File: src/rtl/cic_pkg.sv
// constants and types for the instruction class decoder and transfer engine
//
// Summary of operation
// RQ1: decoder knows sixty-five instructions in eight function classes
// RQ2: move copies byte, word or long between registers, memory, or loads immediate
// RQ3: pop reads at stack pointer then post-increments it; word or long only
// RQ4: push pre-decrements stack pointer then writes register; word or long only
// RQ5: load_multiple pops two or more consecutive registers as longwords, post-incrementing
// RQ6: store_multiple pushes two or more registers as longwords, pre-decrementing
// RQ7: software keeps register seven out of multiple-register lists
// RQ8: software never uses the byte peripheral move instructions
// RQ9: software uses only registers 0, 1, 4, 5 as test_and_set pointer
// RQ10: add_with_carry, subtract_with_borrow, decimal adjusts accepted in byte size only
// RQ11: multiply and divide, signed and unsigned, accepted in byte and word only
// RQ12: eight shift and rotate operations, each valid in byte, word, long
// RQ13: fourteen bit operations, byte operands only
// RQ14: branch class holds five types, conditional branch family among them
// RQ15: system control class holds nine instructions
// RQ16: registers addressable as 8-bit halves, 16-bit halves and 32-bit words
// RQ17: immediate fields come in 8, 16, 24 or 32 bit lengths
// RQ18: word and long accesses force address bit zero low, no error
// RQ19: software uses word or long size for stack accesses via register seven
`default_nettype none

package cic_pkg;

  // ------------------------------------------------------------------
  // operand sizes and size legality masks {none, long, word, byte}
  // ------------------------------------------------------------------
  localparam logic [1:0] SZ_B      = 2'h0;
  localparam logic [1:0] SZ_W      = 2'h1;
  localparam logic [1:0] SZ_L      = 2'h2;
  localparam logic [1:0] SZ_N      = 2'h3;
  localparam logic [3:0] MASK_BWL  = 4'h7;
  localparam logic [3:0] MASK_BW   = 4'h3;
  localparam logic [3:0] MASK_WL   = 4'h6;
  localparam logic [3:0] MASK_B    = 4'h1;
  localparam logic [3:0] MASK_L    = 4'h4;
  localparam logic [3:0] MASK_NONE = 4'h8;

  // ------------------------------------------------------------------
  // instruction indices, grouped by class
  // ------------------------------------------------------------------
  localparam logic [6:0] OP_MOV              = 7'h00;
  localparam logic [6:0] OP_POP              = 7'h01;
  localparam logic [6:0] OP_PUSH             = 7'h02;
  localparam logic [6:0] OP_LOAD_MULTIPLE    = 7'h03;
  localparam logic [6:0] OP_STORE_MULTIPLE   = 7'h04;
  localparam logic [6:0] OP_ARITH_FIRST      = 7'h05;
  localparam logic [6:0] OP_ADD_WITH_CARRY   = 7'h09;
  localparam logic [6:0] OP_DEC_ADJUST_SUB   = 7'h0c;
  localparam logic [6:0] OP_ADD_SMALL        = 7'h0f;
  localparam logic [6:0] OP_SUB_SMALL        = 7'h10;
  localparam logic [6:0] OP_MULDIV_FIRST     = 7'h11;
  localparam logic [6:0] OP_MULDIV_LAST      = 7'h14;
  localparam logic [6:0] OP_EXT_FIRST        = 7'h15;
  localparam logic [6:0] OP_EXT_LAST         = 7'h16;
  localparam logic [6:0] OP_TEST_AND_SET     = 7'h17;
  localparam logic [6:0] OP_LOGIC_FIRST      = 7'h18;
  localparam logic [6:0] OP_SHIFT_FIRST      = 7'h1c;
  localparam logic [6:0] OP_BIT_FIRST        = 7'h24;
  localparam logic [6:0] OP_BRANCH_FIRST     = 7'h32;
  localparam logic [6:0] OP_SYSTEM_FIRST     = 7'h37;
  localparam logic [6:0] OP_BLOCK_MOVE       = 7'h40;
  localparam logic [6:0] OP_COUNT            = 7'h41;
  localparam logic [6:0] OP_MOVE_FROM_PERIPH = 7'h41;
  localparam logic [6:0] OP_MOVE_TO_PERIPH   = 7'h42;

  // ------------------------------------------------------------------
  // move operand forms, immediate lengths, stack
  // ------------------------------------------------------------------
  localparam logic [1:0]  MODE_REG    = 2'h0;
  localparam logic [1:0]  MODE_IMM    = 2'h1;
  localparam logic [1:0]  MODE_LOAD   = 2'h2;
  localparam logic [1:0]  MODE_STORE  = 2'h3;
  localparam logic [1:0]  IMM_8       = 2'h0;
  localparam logic [1:0]  IMM_16      = 2'h1;
  localparam logic [1:0]  IMM_24      = 2'h2;
  localparam logic [2:0]  SP_INDEX    = 3'h7;
  localparam logic [2:0]  MULTI_MIN   = 3'h2;
  localparam logic [3:0]  MULTI_LAST  = 4'h6;
  localparam logic [31:0] STEP_WORD   = 32'h2;
  localparam logic [31:0] STEP_LONG   = 32'h4;
  localparam logic [31:0] RESET_VALUE = 32'h0;

  typedef enum logic [2:0] {
    CL_TRANSFER = 3'b000,
    CL_ARITH    = 3'b001,
    CL_LOGIC    = 3'b010,
    CL_SHIFT    = 3'b011,
    CL_BIT      = 3'b100,
    CL_BRANCH   = 3'b101,
    CL_SYSTEM   = 3'b110,
    CL_BLOCK    = 3'b111
  } cic_class_e;

  typedef enum logic [1:0] {
    ST_IDLE = 2'b00,
    ST_MEM  = 2'b01
  } cic_state_e;

endpackage : cic_pkg

`default_nettype wire

File: src/rtl/cic_core.sv
// instruction class decoder with data transfer engine
`default_nettype none

module cic_core
(
  input  wire logic        clock_i,
  input  wire logic        rst_n_i,
  input  wire logic        instr_valid_i,
  output logic             instr_ready_o,
  input  wire logic [6:0]  instr_op_i,
  input  wire logic [1:0]  instr_size_i,
  input  wire logic [1:0]  instr_mode_i,
  input  wire logic [3:0]  instr_dst_i,
  input  wire logic [3:0]  instr_src_i,
  input  wire logic [31:0] instr_imm_i,
  input  wire logic [1:0]  instr_imm_len_i,
  input  wire logic [2:0]  instr_count_i,
  output logic             done_o,
  output logic             illegal_o,
  output cic_pkg::cic_class_e class_o,
  output logic             mem_req_o,
  output logic             mem_we_o,
  output logic      [31:0] mem_addr_o,
  output logic      [31:0] mem_wdata_o,
  output logic      [1:0]  mem_size_o,
  input  wire logic        mem_ack_i,
  input  wire logic [31:0] mem_rdata_i,
  input  wire logic [2:0]  view_idx_i,
  output logic      [31:0] view_data_o
);
  import cic_pkg::*;

  // ------------------------------------------------------------------
  // decode functions
  // ------------------------------------------------------------------
  function automatic cic_class_e class_of(input logic [6:0] op);
    cic_class_e c;
    if (op < OP_ARITH_FIRST)        c = CL_TRANSFER;
    else if (op < OP_LOGIC_FIRST)   c = CL_ARITH;
    else if (op < OP_SHIFT_FIRST)   c = CL_LOGIC;
    else if (op < OP_BIT_FIRST)     c = CL_SHIFT;
    else if (op < OP_BRANCH_FIRST)  c = CL_BIT;
    else if (op < OP_SYSTEM_FIRST)  c = CL_BRANCH;
    else if (op < OP_BLOCK_MOVE)    c = CL_SYSTEM;
    else                            c = CL_BLOCK;
    return c;
  endfunction : class_of

  // peripheral moves and codes past the table get an empty mask
  function automatic logic [3:0] size_mask(input logic [6:0] op);
    logic [3:0] m;
    m = MASK_BWL;
    if (op >= OP_COUNT)                   m = 4'h0;          // [RQ1]
    else if (op == OP_POP || op == OP_PUSH) m = MASK_WL;     // [RQ3] [RQ4]
    else if (op == OP_LOAD_MULTIPLE || op == OP_STORE_MULTIPLE)
      m = MASK_L;                                            // [RQ5] [RQ6]
    else if (op >= OP_ADD_WITH_CARRY && op <= OP_DEC_ADJUST_SUB)
      m = MASK_B;                                            // [RQ10]
    else if (op == OP_ADD_SMALL || op == OP_SUB_SMALL)       m = MASK_L;
    else if (op >= OP_MULDIV_FIRST && op <= OP_MULDIV_LAST)  m = MASK_BW; // [RQ11]
    else if (op >= OP_EXT_FIRST && op <= OP_EXT_LAST)        m = MASK_WL;
    else if (op == OP_TEST_AND_SET)                          m = MASK_B;
    else if (op >= OP_BIT_FIRST && op < OP_BRANCH_FIRST)     m = MASK_B;  // [RQ13]
    else if (op >= OP_BRANCH_FIRST)                          m = MASK_NONE; // [RQ14] [RQ15]
    return m;
  endfunction : size_mask

  // ------------------------------------------------------------------
  // state
  // ------------------------------------------------------------------
  cic_state_e  state_q;
  logic [6:0]  op_q;
  logic [1:0]  size_q;
  logic [3:0]  dst_q;
  logic [2:0]  idx_q;
  logic [2:0]  left_q;

  logic [31:0] rd_data_w;
  logic [31:0] ptr_w;
  logic [31:0] sp_w;
  logic [31:0] view_w;

  // ------------------------------------------------------------------
  // decode of the offered instruction
  // ------------------------------------------------------------------
  wire logic [3:0]  mask_w    = size_mask(instr_op_i);
  wire logic        is_pop_w  = instr_op_i == OP_POP;
  wire logic        is_push_w = instr_op_i == OP_PUSH;
  wire logic        is_ldm_w  = instr_op_i == OP_LOAD_MULTIPLE;
  wire logic        is_stm_w  = instr_op_i == OP_STORE_MULTIPLE;
  wire logic        is_mov_w  = instr_op_i == OP_MOV;
  wire logic        multi_w   = is_ldm_w || is_stm_w;
  wire logic [3:0]  last_w    = {1'b0, instr_dst_i[2:0]} + {1'b0, instr_count_i} - 4'h1;
  // a list reaching register seven is refused rather than trusted
  wire logic        list_ok_w = instr_count_i >= MULTI_MIN && last_w <= MULTI_LAST; // [RQ7]
  wire logic        legal_w   = mask_w[instr_size_i] && (!multi_w || list_ok_w); // [RQ1] [RQ12]
  wire logic        mov_ld_w  = is_mov_w && instr_mode_i == MODE_LOAD;
  wire logic        mov_st_w  = is_mov_w && instr_mode_i == MODE_STORE;
  wire logic        to_mem_w  = legal_w && (is_pop_w || is_push_w || multi_w
                                            || mov_ld_w || mov_st_w);
  wire logic        accept_w  = instr_valid_i && state_q == ST_IDLE;
  wire logic        start_w   = accept_w && to_mem_w;
  wire logic        ack_w     = state_q == ST_MEM && mem_ack_i;
  wire logic        more_w    = ack_w && left_q != 3'h1;
  wire logic        q_ldm_w   = op_q == OP_LOAD_MULTIPLE;
  wire logic        q_stm_w   = op_q == OP_STORE_MULTIPLE;
  wire logic        q_load_w  = q_ldm_w || op_q == OP_POP || (op_q == OP_MOV && !mem_we_o);
  wire logic [31:0] step_w    = instr_size_i == SZ_L ? STEP_LONG : STEP_WORD;
  wire logic [31:0] step_q_w  = size_q == SZ_L ? STEP_LONG : STEP_WORD;

  // ------------------------------------------------------------------
  // immediate length and register moves
  // ------------------------------------------------------------------
  wire logic [31:0] imm_w = instr_imm_len_i == IMM_8  ? {24'h0, instr_imm_i[7:0]}  :
                            instr_imm_len_i == IMM_16 ? {16'h0, instr_imm_i[15:0]} :
                            instr_imm_len_i == IMM_24 ? {8'h0, instr_imm_i[23:0]}  :
                            instr_imm_i;                                        // [RQ17]
  wire logic mov_reg_w = accept_w && legal_w && is_mov_w
                         && (instr_mode_i == MODE_REG || instr_mode_i == MODE_IMM);

  // ------------------------------------------------------------------
  // access address: push forms pre-decrement, pop forms use sp as is
  // ------------------------------------------------------------------
  wire logic [31:0] first_addr_w =
      (is_push_w || is_stm_w) ? sp_w - step_w :                         // [RQ4] [RQ6]
      (is_pop_w || is_ldm_w)  ? sp_w :                                  // [RQ3] [RQ5]
      ptr_w;                                                            // [RQ2]
  wire logic [31:0] next_addr_w = q_ldm_w ? sp_w + STEP_LONG : sp_w - STEP_LONG; // [RQ5] [RQ6]
  wire logic [31:0] raw_addr_w  = more_w ? next_addr_w : first_addr_w;
  wire logic [1:0]  iss_size_w  = more_w ? SZ_L : instr_size_i;
  // odd word/long addresses silently fall back to the even byte
  wire logic [31:0] iss_addr_w  = {raw_addr_w[31:1],
                                   raw_addr_w[0] && iss_size_w == SZ_B};        // [RQ18]
  wire logic        iss_we_w    = more_w ? q_stm_w : (is_push_w || is_stm_w || mov_st_w);

  // ------------------------------------------------------------------
  // register file hookup
  // ------------------------------------------------------------------
  wire logic [3:0] rd_code_w = more_w   ? {1'b0, idx_q + 3'h1} :
                               is_stm_w ? {1'b0, instr_dst_i[2:0]} : instr_src_i;
  wire logic [2:0] ptr_idx_w = mov_st_w ? instr_dst_i[2:0] : instr_src_i[2:0];
  wire logic       ld_wr_w   = ack_w && q_load_w;
  wire logic       wr_en_w   = mov_reg_w || ld_wr_w;
  wire logic [3:0] wr_code_w = !ld_wr_w ? instr_dst_i : q_ldm_w ? {1'b0, idx_q} : dst_q;
  wire logic [1:0] wr_size_w = ld_wr_w ? size_q : instr_size_i;
  wire logic [31:0] wr_data_w = ld_wr_w ? mem_rdata_i :
                                instr_mode_i == MODE_IMM ? imm_w : rd_data_w;   // [RQ2]
  wire logic pop_sp_w  = ack_w && (op_q == OP_POP || q_ldm_w);          // [RQ3] [RQ5]
  wire logic push_sp_w = (start_w && (is_push_w || is_stm_w)) || (more_w && q_stm_w);
  wire logic sp_wr_w   = pop_sp_w || push_sp_w;
  wire logic [31:0] sp_data_w = pop_sp_w ? sp_w + step_q_w : raw_addr_w;   // [RQ4] [RQ6]

  cic_regfile u_regfile (
    .clock_i    (clock_i),
    .rst_n_i    (rst_n_i),
    .wr_en_i    (wr_en_w),
    .wr_code_i  (wr_code_w),
    .wr_size_i  (wr_size_w),
    .wr_data_i  (wr_data_w),
    .sp_wr_en_i (sp_wr_w),
    .sp_data_i  (sp_data_w),
    .rd_code_i  (rd_code_w),
    .rd_size_i  (iss_size_w),
    .rd_data_o  (rd_data_w),
    .ptr_idx_i  (ptr_idx_w),
    .ptr_o      (ptr_w),
    .sp_o       (sp_w),
    .view_idx_i (view_idx_i),
    .view_o     (view_w)
  );

  assign instr_ready_o = state_q == ST_IDLE;

  // ------------------------------------------------------------------
  // sequencer
  // ------------------------------------------------------------------
  always_ff @(posedge clock_i)
  begin
    if (!rst_n_i)
    begin
      state_q <= ST_IDLE;
      op_q    <= OP_MOV;
      size_q  <= SZ_B;
      dst_q   <= 4'h0;
      idx_q   <= 3'h0;
      left_q  <= 3'h0;
    end
    else if (start_w)
    begin
      state_q <= ST_MEM;
      op_q    <= instr_op_i;
      size_q  <= instr_size_i;
      dst_q   <= instr_dst_i;
      // load_multiple fills from the top of the list down
      idx_q   <= is_ldm_w ? last_w[2:0] : instr_dst_i[2:0];
      left_q  <= multi_w ? instr_count_i : 3'h1;
    end
    else if (more_w)
    begin
      idx_q  <= q_ldm_w ? idx_q - 3'h1 : idx_q + 3'h1;
      left_q <= left_q - 3'h1;
    end
    else if (ack_w)
      state_q <= ST_IDLE;
  end

  // ------------------------------------------------------------------
  // bus and result outputs
  // ------------------------------------------------------------------
  always_ff @(posedge clock_i)
  begin
    if (!rst_n_i)
    begin
      mem_req_o   <= 1'b0;
      mem_we_o    <= 1'b0;
      mem_addr_o  <= RESET_VALUE;
      mem_wdata_o <= RESET_VALUE;
      mem_size_o  <= SZ_B;
    end
    else if (start_w || more_w)
    begin
      mem_req_o   <= 1'b1;
      mem_we_o    <= iss_we_w;
      mem_addr_o  <= iss_addr_w;
      mem_wdata_o <= rd_data_w;
      mem_size_o  <= iss_size_w;
    end
    else if (ack_w)
      mem_req_o <= 1'b0;
  end

  always_ff @(posedge clock_i)
  begin
    if (!rst_n_i)
    begin
      done_o      <= 1'b0;
      illegal_o   <= 1'b0;
      class_o     <= CL_TRANSFER;
      view_data_o <= RESET_VALUE;
    end
    else
    begin
      done_o      <= (accept_w && legal_w && !to_mem_w) || (ack_w && !more_w);
      illegal_o   <= accept_w && !legal_w;                                  // [RQ1]
      view_data_o <= view_w;
      if (accept_w)
        class_o <= class_of(instr_op_i);                                    // [RQ1] [RQ14]
    end
  end
endmodule : cic_core

`default_nettype wire

File: src/rtl/cic_regfile.sv
// general register file with byte, word and long views
`default_nettype none

module cic_regfile
  import cic_pkg::*;
(
  input  wire logic        clock_i,
  input  wire logic        rst_n_i,
  input  wire logic        wr_en_i,
  input  wire logic [3:0]  wr_code_i,
  input  wire logic [1:0]  wr_size_i,
  input  wire logic [31:0] wr_data_i,
  input  wire logic        sp_wr_en_i,
  input  wire logic [31:0] sp_data_i,
  input  wire logic [3:0]  rd_code_i,
  input  wire logic [1:0]  rd_size_i,
  output logic      [31:0] rd_data_o,
  input  wire logic [2:0]  ptr_idx_i,
  output logic      [31:0] ptr_o,
  output logic      [31:0] sp_o,
  input  wire logic [2:0]  view_idx_i,
  output logic      [31:0] view_o
);

  logic [31:0] regs_q [8];

  // code[3] picks low byte / extended half; code[2:0] picks the register
  function automatic logic [31:0] merge(input logic [31:0] old, input logic [3:0] code,
                                        input logic [1:0] size, input logic [31:0] data);
    logic [31:0] r;
    r = old;
    unique case (size)
      SZ_B:    if (code[3]) r[7:0] = data[7:0]; else r[15:8] = data[7:0];
      SZ_W:    if (code[3]) r[31:16] = data[15:0]; else r[15:0] = data[15:0];
      default: r = data;
    endcase
    return r;
  endfunction : merge

  function automatic logic [31:0] extract(input logic [31:0] v, input logic [3:0] code,
                                          input logic [1:0] size);
    logic [31:0] r;
    r = v;
    unique case (size)
      SZ_B:    r = {24'h0, code[3] ? v[7:0] : v[15:8]};
      SZ_W:    r = {16'h0, code[3] ? v[31:16] : v[15:0]};
      default: r = v;
    endcase
    return r;
  endfunction : extract

  // a data write to register seven outranks the stack pointer update
  for (genvar g = 0; g < 8; g++) begin : g_reg
    always_ff @(posedge clock_i)
    begin
      if (!rst_n_i)
        regs_q[g] <= RESET_VALUE;
      else if (wr_en_i && wr_code_i[2:0] == 3'(g))
        regs_q[g] <= merge(regs_q[g], wr_code_i, wr_size_i, wr_data_i); // [RQ16]
      else if (sp_wr_en_i && SP_INDEX == 3'(g))
        regs_q[g] <= sp_data_i;
    end
  end

  assign rd_data_o = extract(regs_q[rd_code_i[2:0]], rd_code_i, rd_size_i); // [RQ16]
  assign ptr_o     = regs_q[ptr_idx_i];
  assign sp_o      = regs_q[SP_INDEX];
  assign view_o    = regs_q[view_idx_i];

endmodule : cic_regfile

`default_nettype wire
File: config.mk
export PLATFORM = sky130hd
export DESIGN_NAME = cic_core
export DESIGN_NICKNAME = d
export VERILOG_FILES = /design/src/rtl/cic_pkg.sv /design/src/rtl/cic_core.sv /design/src/rtl/cic_regfile.sv
export SDC_FILE = /design/constraint.sdc
export NUM_CORES = 1
export LEC_CHECK = 0
export ABC_AREA = 0
export BUFFER_PORTS_ARGS = -buffer_cell sky130_fd_sc_hd__buf_2
export CAP_MARGIN = 5
export CORE_ASPECT_RATIO = 2
export CORE_MARGIN = 2
export CORE_UTILIZATION = 55
export DETAILED_ROUTE_END_ITERATION = 7
export PLACE_DENSITY = 0.86
export SYNTH_ARGS = -nofsm -noshare
export SYNTH_HDL_FRONTEND = slang
export SYNTH_HIERARCHICAL = 1
export SYNTH_SLANG_ARGS = --single-unit
export TNS_END_PERCENT = 10
File: constraint.sdc
create_clock -name clock_i -period 5.1 [get_ports clock_i]
set_input_delay 0.51 -clock clock_i [delete_from_list [all_inputs] [get_ports clock_i]]
set_output_delay 0.51 -clock clock_i [all_outputs]
set_load 0.01 [all_outputs]
Word-level counts from Yosys, hierarchy flattened
Memories as Yosys holds them, arrays and structs flattened. A register that Yosys moved wholly into a read port is not among the register bits.
Index checks and enable logic that the tools add are counted.
{ "totals": {"regBits": 93, "mem_bits_rw": 256, "input_bits": 95, "output_inout_bits": 106, "elab_cells": 429, "n_memories": 1} }
{ "op_classes": {"n_addsub": 9, "magnitude_cmp": 19, "n_eq_ne": 76, "muxes": 190, "bitwise_logic": 27, "n_reduce_logical": 93} }
{ "mem_list": {"columns": ["name", "depth", "word_bits", "read_ports", "rd_clocked_by_memory_dff", "wr", "line_no", "source"], "rows": [
  ["u_regfile.regs_q", 8, 32, 4, 1, 8, "cic_regfile.sv:25", "logic [31:0] regs_q [8];"]
]} }
{ "ops": {"columns": ["op", "n"], "rows": [
  ["$mux 16", 58],
  ["$pmux 16 s2", 16],
  ["$mux 32", 10],
  ["$mux 8", 35],
  ["$ne 4x4->1 const B", 40],
  ["$reduce_and 3->1", 24],
  ["$pmux 32 s2", 1],
  ["$mux 4", 14],
  ["$mux 3", 14],
  ["$mux 1", 37],
  ["$logic_and 1x1->1", 33],
  ["$add 32x3->32", 1],
  ["$add 32x3->32 const B", 1],
  ["$sub 32x3->32", 1],
  ["$sub 32x3->32 const B", 1],
  ["$or 1x1->1", 27],
  ["$ne 3x3->1 const B", 8],
  ["$eq 7x2->1 const B", 3],
  ["$lt 7x6->1 const B", 3],
  ["$logic_or 1x1->1", 18],
  ["$eq 7x1->1 const B", 2],
  ["$eq 7x3->1 const B", 2],
  ["$eq 7x5->1 const B", 2],
  ["$ge 7x5->1 const B", 2],
  ["other kinds (31)", 61]
]} }

Longest topological paths before layout
{ "logic_depth": {"depth_word": 25, "depth_mapped": 18, "ltp_nobuf": 14} }

Modules after synthesis
The synthesis kept the hierarchy.
{ "by_module_without_submodules": {"columns": ["mod", "n_inst", "cells_each", "area_each_um2", "seq_area_each_um2"], "rows": [
  ["cic_regfile", 1, 1048, 15806.4, 7687.4],
  ["cic_core", 1, 1352, 9659.3, 2502.4]
]} }

Least setup slack after synthesis
No wires, ideal clock.
{ "synth_timing": {"path_type": "reg-to-reg", "startpoint": "register op_q[6]", "endpoint": "memory u_regfile.regs_q[7][29], data pin", "setup_ns": 0.272, "arrival_ns": 4.610, "required_ns": 4.828, "slack_ns": 0.217, "stages_incl_launch_ff": 16, "n_path_buf": 1, "period_less_slack_ns": 4.883, "cell_sequence": "dfxtp_1 or4_1 nor2_1 and3_1 clkbuf_1 clkinv_1 ha_1 a21oi_1 o22ai_1 a221oi_1 a21oi_1 o2111a_1 or4_1 nand3_1 a22oi_1 o2bb2ai_1"} }
{ "synth_rtl": {"columns": ["element", "line_no", "source"], "rows": [
  ["start: declaration", "cic_core.sv:72", "logic [6:0] op_q;"],
  ["start signal: assignment", "cic_core.sv:191", "op_q <= instr_op_i;"],
  ["end: declaration", "cic_regfile.sv:25", null]
]} }

==> impl_metrics.csv <==
group,metric,value,unit
place,io_buffers,200,
cells_and_area,drive_gt1_frac,0.275,
clock_tree,cts-root-buf,"clkbuf_16",
sta,fin_crit,4.97,ns
critical_path,start_kind,"flip-flop",
sta,setup-tns-final,0,ns
critical_path,crit_required,5.31,ns
power_and_ir_drop,p_leak,10.9,nW
global_route,grt_max_degree,66,
sta,finalClockSkew,0.0305,ns
clock_tree,cts_buffers,35,
floorplanning,die_y,308,µm
sta,report.final.slew_viol_count,0,
floorplanning,rows,111,
logic_synthesis,ys_types,89,
cells_and_area,register_area,10200,µm²
run_status,violations,"design-rule violations",
clock_tree,clk_pin_slew,0.09,ns
clock_tree,postCtsSetupBuffers,0,
logic_synthesis,yosys_warnings,6,
logic_synthesis,ys_ff_latch,381,
sta,slew-limit-headroom,0.168,
logic_synthesis,synth-seq-area-share,0.400,
clock_tree,clock-sinks,381,
cells_and_area,area_growth,13.6,%
floorplanning,io_pins,201,
clock_tree,h-tree-depth,2,
clock_tree,clkLatencyLatePin,0.60,ns
drt,routedWlPerCell,33.3,µm
critical_path,worst_setup_path_end_kind,"flip-flop",
sta,worstMarginPinSlew,1.25,ns
logic_synthesis,ys.flop_type,"edfxtp_1",
critical_path,path_max_fanout,12,
place,dpl_cell_area,27700,µm²
cells_and_area,n_fill_cell,3504,
logic_synthesis,synth_top_cell_by_area,"edfxtp_1",
floorplanning,start_util,0.556,
drt,avgViaCountPerCell,7.34,
drt,drt_iter0_markers,3401,
logic_synthesis,yosysMostFrequentCell,"nor2_1",
logic_synthesis,syn_area,25500,µm²
power_and_ir_drop,peakVddDrop,0.221,mV
global_route,track_usage,0.443,
drt,drc_errors,25,
logic_synthesis,async_reset_ff_frac,0,
cells_and_area,layout.nets,2741,
floorplanning,core_area,45800,µm²
logic_synthesis,synth_common_cells,"nor2_1 (321), edfxtp_1 (256), nand2_1 (228), mux4_2 (175), a21oi_1 (134)",
drt,antenna_left,0,
worst_hold_path,hp-class,"input pin to flip-flop",
global_route,grt_pass1_wl,152000,µm
logic_synthesis,synthCells,2400,
sta,rsz0062_at_grt,"no",
sta,finalSetupViolCount,0,
floorplanning,die_x,156,µm
sta,finalCritPeriodShare,0.975,
job,maxCapViolCount,0,
global_route,grt_pass1_vias,22886,
clock_tree,cts_tree,"built",
sta,fmax,201,MHz
drt,routed_wl,106000,µm
critical_path,worstSetupPathType,"flip-flop to flip-flop",
cells_and_area,fin_area,28900,µm²
place,dp.final_hpwl,73200,µm
sta,hold_viol_final,0,
logic_synthesis,ys_top_cells_by_area,"edfxtp_1 (30%), mux4_2 (15%), dfxtp_1 (9.8%), nor2_1 (4.7%), mux2_2 (4.2%)",
place,gp_routability_congestion,1.07,
clock_tree,holdBufCountCts,0,
logic_synthesis,syn_area_per_cell,10.6,µm²
clock_tree,clockBufferDepth,3,
logic_synthesis,synth_edf_count,256,
drt,vias,23462,
power_and_ir_drop,powerDensity,273,nW/µm²
logic_synthesis,yosysTopAreaCellShare,0.302,
floorplanning,die_area,48100,µm²
drt,drt_first_pass_iters,8,
global_route,overflow,0,
global_route,antenna_found_initial,13,
logic_synthesis,syn-num-nets,2539,
run_status,status,"finished, violations left",
cells_and_area,multi_input_area,14400,µm²
critical_path,cp.arrival,5.19,ns
[repair_timing]
action / 4_1_cts / 5_1_grt
setup endpoints to repair: 0 / 6
hold endpoints to repair: 0 / 0
gates resized for setup: 0 / 1
[layout by cell type, fill, tap and decap left out, types with 50 or more instances in the layout]
cell and n:
buf_2 199, mux2_2 95, and2_1 101, dfxtp_1 125, edfxtp_1 256, a21oi_1 133, buf_4 142, mux4_2 175
o21ai_0 87, mux2i_1 50, nor2_1 319, nand2_1 228
[metal layers]
layer | vias up | routed length (µm) | global-route usage
li1 | 9474 | - | -
met1 | 11068 | 29600 | 0.429
met2 | 2088 | 48700 | 0.694
met3 | 814 | 13700 | 0.168
met4 | 18 | 14300 | 0.459
met5 | - | 122 | 0
[power breakdown]
group	leakage [nW]	switching (mW)	internal, mW	total [mW]
sequential	3.66	0.0905	3.38	3.47
clock	0.571	1.31	1.54	2.85
combinational	6.69	0.980	0.595	1.57
total	10.9	2.38	5.52	7.89
[through the flow]
step	instances	hold slack (ns)	power, mW	setup slack (ns)	util
6_report	3198	0.185	7.89	0.126	0.631
5_1_grt	3193	0.180	8.01	0.0737	0.631
4_1_cts	3192	0.190	7.73	0.604	0.631
3_5_place_dp	3129	0.440	4.96	0.0695	0.605
3_3_place_gp	3129	0.438	4.92	0.0282	0.605
2_1_floorplan	2400	0.437	4.34	0.217	-
[sequential cells by signal, summed over array words and instances, names as in the netlist, 3 cells and up]
register / count
u_regfile/regs_q: 256
mem_wdata_o: 32
view_data_o: 32
idx_q: 3
left_q: 3
op_q: 7
class_o: 3
mem_addr_o: 32
dst_q: 4
[layout make-up]
type                    instances  share of cell area
multi-input cells            1795               0.498
flip-flops and latches        381               0.352
repair buffers                352              0.0784
clock buffers                  44              0.0325
well taps                     565              0.0244
clock inverters                19             0.00887
inverters                      37             0.00480
diodes                          5            0.000432
[path summary, 6_finish.rpt]
| check | start | endpoint | slack (ns) | cells past startpoint |
|---|---|---|---|---|
| min | instr_dst_i[3] | dst_q[3]$_SDFFE_PN0N_ | 0.19 | 3 |
| max reg2reg | op_q[6]$_SDFFE_PN0N_ | u_regfile/regs_q[2][10]$_SDFFCE_PN0P_ | 0.13 | 9 |
| min reg2reg | mem_wdata_o[17]$_SDFFE_PN0P_ | mem_wdata_o[17]$_SDFFE_PN0P_ | 0.45 | 2 |
| max | op_q[6]$_SDFFE_PN0N_ | u_regfile/regs_q[2][10]$_SDFFCE_PN0P_ | 0.13 | 9 |
[kinds of logic after synthesis]
group	count (synthesis)	share of synthesized area
simple gates	875	0.161
compound gates	481	0.125
flops	381	0.400
mux	337	0.234
buf+inv	224	0.0375
xor+xnor	58	0.0199
fa+ha+maj	44	0.0228
[worst max-delay path: stages, from the launching register on]
cell and delay, ns:
dfxtp_1 0.31, or4_1 0.57, nor3_1 0.28, o21a_2 0.39, nor2_1 0.07, a31oi_1 0.79, nand3_1 0.59, nor3_1 0.60
nand2_1 0.45, nand2_1 0.56
Power figures use the tool's default switching activity.
